### config.mk
export PLATFORM = sky130hd
export DESIGN_NAME = ssem_top
export DESIGN_NICKNAME = d
export VERILOG_FILES = /design/src/design/ssem_pkg.sv /design/src/design/ssem_top.sv
export SDC_FILE = /design/constraint.sdc
export NUM_CORES = 1
export LEC_CHECK = 0
export BUFFER_PORTS_ARGS = -buffer_cell sky130_fd_sc_hd__buf_4
export CAP_MARGIN = 25
export CORE_UTILIZATION = 53
export DETAILED_ROUTE_END_ITERATION = 6
export PLACE_DENSITY = 0.82
export SLEW_MARGIN = 25
export SYNTH_ARGS = -nofsm -noshare
export SYNTH_HDL_FRONTEND = slang
export SYNTH_SLANG_ARGS = --single-unit
### constraint.sdc
create_clock -name clk_i -period 5.7 [get_ports clk_i]
set_clock_uncertainty 0.2 [all_clocks]
set_input_delay 1.71 -clock clk_i [delete_from_list [all_inputs] [get_ports clk_i]]
set_output_delay 1.71 -clock clk_i [all_outputs]
set_load 0.1 [all_outputs]
### src/design/ssem_pkg.sv
// package: constants and types for the supply supervisor event mask block
// Summary of operation
// - re-enabled comparator events are masked for a settling interval per mode
// - full-performance mask lasts 2 us; normal mode uses its own longer mask
// - any unmasked high- or low-side detection sets that side's fault flag
// - detection also raises power-on reset when that side's reset enable is set
// - general-purpose pins tri-state while fault flags set, until comparators settle
// - keep bit clear switches comparators off in deep sleep, on again when active
// - wakeup with keep clear and full performance may falsely set fault flags
// - after reset, supervisors re-enable but no settling mask starts
package ssem_pkg;
    localparam int unsigned CLK_MHZ        = 125;
    localparam int unsigned MASK_FP_NS     = 2000;
    localparam int unsigned MASK_NORM_US   = 150;
    localparam int unsigned MASK_FP_CYC    = MASK_FP_NS * CLK_MHZ / 1000;
    localparam int unsigned MASK_NORM_CYC  = MASK_NORM_US * CLK_MHZ;
    localparam int unsigned CNT_W          = 16;
    localparam int unsigned NSIDE          = 2;
    localparam int unsigned SIDE_HIGH      = 0;
    localparam int unsigned SIDE_LOW       = 1;
    // register map, byte offsets
    localparam logic [7:0] ADDR_CTRL       = 8'h00;
    localparam logic [7:0] ADDR_STATUS     = 8'h04;
    localparam logic [7:0] ADDR_MASK       = 8'h08;
    localparam logic [7:0] ADDR_STATE      = 8'h0c;
    // ctrl fields, per side s: bit base s*4
    localparam int unsigned CTRL_EN        = 0;
    localparam int unsigned CTRL_FP        = 1;
    localparam int unsigned CTRL_RST_EN    = 2;
    localparam int unsigned CTRL_KEEP      = 3;
    localparam int unsigned CTRL_STRIDE    = 4;
    localparam logic [31:0] CTRL_RESET     = 32'h0000_0011;
    localparam logic [31:0] MASK_RESET     = 32'h0000_0000;
    typedef struct packed {
        logic enable;
        logic full_performance;
        logic reset_enable;
        logic lowpower_keep;
    } ssem_side_cfg_t;
    typedef struct packed {
        logic [31:0] adr;
        logic [31:0] dat;
        logic [3:0]  sel;
        logic        we;
        logic        cyc;
        logic        stb;
    } ssem_wb_req_t;
endpackage : ssem_pkg

### src/design/ssem_top.sv
// module: supply supervisor event mask with wishbone registers
`timescale 1ns/100ps
module ssem_top (
    input  wire logic                    clk_i,
    input  wire logic                    rst_i,
    input  wire ssem_pkg::ssem_wb_req_t  wb_req_i,
    output logic [31:0]                  wb_dat_o,
    output logic                         wb_ack_o,
    input  wire logic                    deep_sleep_modes_i,
    input  wire logic                    high_side_supervisor_i,
    input  wire logic                    low_side_supervisor_i,
    output logic                         comparator_on_o,
    output logic                         por_request_o,
    output logic                         gpio_tristate_o,
    output logic                         irq_o
);
    import ssem_pkg::*;

    ////////////////////////////////////////////////////////////////////////
    logic [31:0]          ctrl_reg,   ctrl_next;
    logic [NSIDE-1:0]     flag_reg,   flag_next;
    logic [NSIDE-1:0]     imask_reg,  imask_next;
    logic                 ack_reg,    ack_next;
    logic [31:0]          dat_reg,    dat_next;
    logic                 por_reg,    por_next;
    logic                 boot_reg,   boot_next;
    logic [NSIDE-1:0]     cmp_on_reg, cmp_on_next;
    logic [CNT_W-1:0]     cnt_reg   [NSIDE];
    logic [CNT_W-1:0]     cnt_next  [NSIDE];
    logic [NSIDE-1:0]     settled;
    logic [NSIDE-1:0]     detect;
    logic [NSIDE-1:0]     cmp_in;
    logic [NSIDE-1:0]     want_on;
    logic                 wr_stb;
    logic                 rd_stb;
    ssem_side_cfg_t       cfg [NSIDE];

    assign cmp_in[SIDE_HIGH] = high_side_supervisor_i;
    assign cmp_in[SIDE_LOW]  = low_side_supervisor_i;
    // a write lands on the edge at which the master samples ack high
    assign wr_stb = wb_req_i.cyc & wb_req_i.stb & wb_req_i.we & ack_reg;
    assign rd_stb = wb_req_i.cyc & wb_req_i.stb & ~wb_req_i.we & ~ack_reg;

    ////////////////////////////////////////////////////////////////////////
    // per-side comparator power, mask counter and detection
    for (genvar s = 0; s < NSIDE; s++)
    begin : g_side
        // fields picked by the ctrl bit map, not by the struct layout
        assign cfg[s] = '{
            enable:           ctrl_reg[s*CTRL_STRIDE + CTRL_EN],
            full_performance: ctrl_reg[s*CTRL_STRIDE + CTRL_FP],
            reset_enable:     ctrl_reg[s*CTRL_STRIDE + CTRL_RST_EN],
            lowpower_keep:    ctrl_reg[s*CTRL_STRIDE + CTRL_KEEP]
        };
        // keep clear powers the comparator down while sleeping
        assign want_on[s] = cfg[s].enable &
            (cfg[s].lowpower_keep | ~deep_sleep_modes_i);
        assign settled[s] = (cnt_reg[s] == '0);
        // counter running means the comparator output is not trusted
        assign detect[s] = cmp_on_reg[s] & settled[s] & cmp_in[s];

        always_comb
        begin
            cnt_next[s] = cnt_reg[s];
            if (!want_on[s])
            begin
                cnt_next[s] = '0;
            end
            // first turn-on after reset is not masked
            else if (!cmp_on_reg[s] && !boot_reg)
            begin
                // fp mask is short; comparator may not settle in time
                cnt_next[s] = cfg[s].full_performance
                    ? CNT_W'(MASK_FP_CYC) : CNT_W'(MASK_NORM_CYC);
            end
            else if (!settled[s])
            begin
                cnt_next[s] = cnt_reg[s] - CNT_W'(1);
            end
        end

        always_ff @(posedge clk_i)
        begin
            if (rst_i)
            begin
                // reset turns comparators on with no mask armed
                cnt_reg[s] <= '0;
            end
            else
            begin
                cnt_reg[s] <= cnt_next[s];
            end
        end
    end

    ////////////////////////////////////////////////////////////////////////
    // registers, flags, reset request
    always_comb
    begin
        ctrl_next   = ctrl_reg;
        flag_next   = flag_reg;
        imask_next  = imask_reg;
        dat_next    = dat_reg;
        ack_next    = wb_req_i.cyc & wb_req_i.stb & ~ack_reg;
        cmp_on_next = want_on;
        por_next    = 1'b0;
        boot_next   = 1'b0;
        if (wr_stb && wb_req_i.sel[0])
        begin
            unique case (wb_req_i.adr[7:0])
                ADDR_CTRL:   ctrl_next[7:0] = wb_req_i.dat[7:0];
                ADDR_STATUS: flag_next = flag_reg & ~wb_req_i.dat[NSIDE-1:0];
                ADDR_MASK:   imask_next = wb_req_i.dat[NSIDE-1:0];
                default:     ;
            endcase
        end
        // set beats a clear in the same cycle
        flag_next = flag_next | detect;
        for (int i = 0; i < NSIDE; i++)
        begin
            if (detect[i] && cfg[i].reset_enable)
            begin
                por_next = 1'b1;
            end
        end
        if (rd_stb)
        begin
            unique case (wb_req_i.adr[7:0])
                ADDR_CTRL:   dat_next = {24'h0, ctrl_reg[7:0]};
                ADDR_STATUS: dat_next = {30'h0, flag_reg};
                ADDR_MASK:   dat_next = {30'h0, imask_reg};
                ADDR_STATE:  dat_next = {28'h0, settled, cmp_on_reg};
                default:     dat_next = 32'h0;
            endcase
        end
    end

    always_ff @(posedge clk_i)
    begin
        if (rst_i)
        begin
            ctrl_reg   <= CTRL_RESET;
            flag_reg   <= '0;
            imask_reg  <= MASK_RESET[NSIDE-1:0];
            ack_reg    <= 1'b0;
            dat_reg    <= 32'h0;
            por_reg    <= 1'b0;
            boot_reg   <= 1'b1;
            cmp_on_reg <= '0;
        end
        else
        begin
            ctrl_reg   <= ctrl_next;
            flag_reg   <= flag_next;
            imask_reg  <= imask_next;
            ack_reg    <= ack_next;
            dat_reg    <= dat_next;
            por_reg    <= por_next;
            boot_reg   <= boot_next;
            cmp_on_reg <= cmp_on_next;
        end
    end

    ////////////////////////////////////////////////////////////////////////
    assign wb_dat_o        = dat_reg;
    assign wb_ack_o        = ack_reg;
    assign comparator_on_o = |cmp_on_reg;
    assign por_request_o   = por_reg;
    // pins float while a flag is set and a comparator still settles
    assign gpio_tristate_o = |flag_reg & ~&(settled | ~cmp_on_reg);
    assign irq_o           = |(flag_reg & imask_reg);
endmodule : ssem_top

==> flow_metrics.py <==
metrics = {
    "placement": {
        "gp_congestion": 0.8845,
        "post-place-ws_ns": 1.698,
        "post-dp-hpwl_mm": 5.170,
        "dp_cells": 457,
        "port_buffers": 37,
    },
    "drt": {
        "routedWlPerCell_microns": 15.30,
        "wl_mm": 7.236,
        "vias_per_cell": 5.945,
        "drc": 0,
        "drt-pass1-iter-count": 4,
        "antenna_left": 0,
        "vias": 2812,
        "initialDrtViolationCount": 245,
    },
    "die": {
        "core_sq_um": 5507,
        "die-area_sq_um": 6044,
        "rows": 27,
        "start_util": 0.5521,
        "io_pins": 113,
        "die_y_microns": 77.74,
        "die_x_microns": 77.74,
    },
    "timing": {
        "period_minus_slack_ns": 4.375,
        "setup_viol_count_final": 0,
        "worst_slack_ns": 1.325,
        "holdWs_ns": 0.2553,
        "drv_slew": 0,
        "hold_violations": 0,
        "setup_tns_ns": 0,
        "worst_pin_slew_ns": 0.7753,
        "rsz0062_at_grt": "false",
        "fin_crit_sh": 0.7676,
        "fmax_mhz": 228.6,
        "max_slew_margin": 0.4784,
    },
    "global_route": {
        "grt_remaining_overflow": 0,
        "grt_use_total": 0.2531,
        "grtUsageMet1": 0.3054,
        "antenna_found_initial": 0,
        "grt_pass1_wl_mm": 12.12,
        "grt_util_met2": 0.4301,
        "use_met3": 0.04824,
        "grt_pass1_vias": 2658,
        "grt_start_max_net_pins": 27,
        "grt-busiest-layer": "met2",
    },
    "pwr": {
        "p_switching_uw": 405.6,
        "power_frac_seq": 0.402,
        "power_frac_clock": 0.311,
        "p_leak_uw": 0.001361,
        "vdd_drop_max_uv": 205.1,
        "p_int_uw": 699.7,
        "power_frac_comb": 0.287,
        "power_density_nw_per_um2": 322.5,
        "swShare": 0.3669,
    },
    "critical_path": {
        "start_kind": "register",
        "ff2ff_setup_slack_ns": 3.13,
        "rr_worst_depth": 6,
        "r2r_end": "wb_dat_o[2]$_SDFFE_PP0P_",
        "worstPathRequired_ns": 3.79,
        "critPathLaunch": "cnt_reg[1][0]$_SDFFE_PP0P_",
        "critPathKind": "reg2out",
        "crit_arrival_ns": 2.47,
        "endpoint_kind": "primary output",
        "crit-reg2reg-launch": "cnt_reg[0][0]$_SDFFE_PP0P_",
        "critPathMaxFanout": 9,
    },
    "cts": {
        "cts_hold_buffers": 0,
        "clockBufferDepth": 2,
        "clk_pin_slew_ns": 0.07,
        "worstSkewPairLatency_ns": 0.34,
        "clkSinkCount": 57,
        "htreeDepth": 3,
        "cts_made_buffers": 9,
        "root_buffer": "clkbuf_8",
        "cts_resized": 0,
        "cts_tree": "built",
        "post_cts_buffers": 0,
    },
    "yosys": {
        "synth-seq-cells": 57,
        "yosys.area.top_type": "dfxtp_1",
        "synth_flop_cell": "dfxtp_1",
        "yosys_warnings": 0,
        "netlist_top_cells_area": "dfxtp_1 38%, buf_4 6.4%, a21oi_1 4.9%",
        "synth_area_sq_um": 3040,
        "yosysSeqAreaShare": 0.3753,
        "avgSynthCellArea_sq_um": 8.285,
        "synth_edf_count": 0,
        "yosysTopAreaCellShare": 0.3753,
        "ys_async_sr_fraction": 0,
        "yosysUniqueCellTypes": 52,
        "syn_inst": 367,
    },
    "cells_and_area": {
        "ff_latch_area_sq_um": 1141,
        "drive_gt1_frac": 0.1721,
        "stdcell_count": 473,
        "largest_reg_flops": 32,
        "fill_cells": 450,
        "multi_input_area_sq_um": 1703,
        "syn_to_final_growth_pct": 12.72,
        "fin_nets": 474,
        "diodes": 0,
    },
    "min_path": {
        "min_path_cells": 2,
        "min_from": "wb_dat_o[6]$_SDFFE_PP0P_",
        "min_to": "wb_dat_o[6]$_SDFFE_PP0P_",
        "hold_path_class": "reg2reg",
    },
    "status": {
        "status": "finished clean",
    },
    "job": {
        "maxCapViolCount": 0,
    },
}
-- Yosys cell counts, types with 2 or more instances --
library cell,count
clkbuf_1,13
nand4_1,11
buf_4,26
nand3_1,24
inv_1,9
a21oi_1,30
a21boi_0,2
nor2b_1,6
o21a_1,2
or2_2,6
a211o_1,2
dfxtp_1,57
mux4_2,2
a22oi_1,3
o211ai_1,3
o22ai_1,2
a31oi_1,7
o21ai_0,20
a221oi_1,2
or4_1,12
ha_1,2
nor4_1,8
nand3b_1,5
mux2i_1,4
and3_1,2
nor4_2,2
buf_2,2
or3_1,15
nand2_1,24
nor2_1,20
nand2b_1,3
xor2_1,7
nor3_1,10
o31ai_1,5
o41ai_1,2
-- through the flow --
stage | util | total power, uW | instance area, sq um
floorplan | - | 718.5 | 3127
global placement | 0.5878 | 751.0 | 3237
detailed placement | 0.5878 | 760.9 | 3237
CTS | 0.6208 | 1101 | 3418
global route | 0.6224 | 1156 | 3427
finish | 0.6224 | 1105 | 3427
-- area by class of cell --
cell class | instances | area share
multi-input combinational | 282 | 0.4969
sequential | 57 | 0.3330
timing repair buffer | 37 | 0.08105
clock buffer | 11 | 0.04418
tap | 72 | 0.02629
inverter | 9 | 0.009858
clock inverter | 5 | 0.008762
-- worst max-delay path, cell delays in order (launching register included) --
cell and delay, ns:
dfxtp_1 0.35, inv_1 0.09, ha_1 0.21, nor4b_4 0.45, nand4_1 0.44, a22oi_1 0.30
nor2_1 0.06, buf_4 0.23
-- power by group through the flow --
| stage | clock (uW) | sequential, uW | combinational (uW) |
|---|---|---|---|
| after floorplan | 0 | 446 | 272 |
| after global placement | 0 | 450 | 301 |
| after detailed placement | 0 | 452 | 309 |
| after CTS | 345 | 444 | 312 |
| after global routing | 363 | 447 | 346 |
| final | 343 | 444 | 318 |
-- worst max path at each step --
| stage | depth (start not counted) | end | slack [ns] |
|---|---|---|---|
| after detailed placement | 7 | gpio_tristate_o | 1.70 |
| after floorplan | 6 | gpio_tristate_o | 1.42 |
| after global placement | 7 | gpio_tristate_o | 1.73 |
| final | 7 | gpio_tristate_o | 1.32 |
| after CTS | 7 | gpio_tristate_o | 1.33 |
| after global routing | 7 | gpio_tristate_o | 1.18 |
-- logic make-up (layout without fill, tap and decap cells) --
family                   after synthesis  in the layout  synth area share
flip-flops                            57             57            0.3753
AND/OR/NAND/NOR                      155            155            0.2905
AO/OA/AOI/OAI                         87             87            0.1778
XOR/XNOR                               8              8           0.02305
buffers and inverters                 51             62           0.09588
adder cells (fa/ha/maj)                2              2          0.008229
other                                  1             24          0.001233
multiplexers                           6              6           0.02798
-- per-layer routing --
metal	wire length (microns)	up-vias
met5	0	-
met4	121	0
met3	385	13
met2	3611	98
met1	3118	1328
li1	-	1373
-- placed cells by master (no fill, tap or decap), types with 7 or more instances in the layout --
master    Yosys  routed
dfxtp_1      57      57
buf_4        26      37
a21oi_1      30      30
nand3_1      24      24
nand2_1      24      24
conb_1        1      24
nor2_1       20      20
o21ai_0      20      20
or3_1        15      15
or4_1        12      12
nand4_1      11      11
clkbuf_8      0      11
nor3_1       10      10
inv_1         9       9
nor4_1        8       8
xor2_1        7       7
a31oi_1       7       7
(Power assumes the default switching activity.)
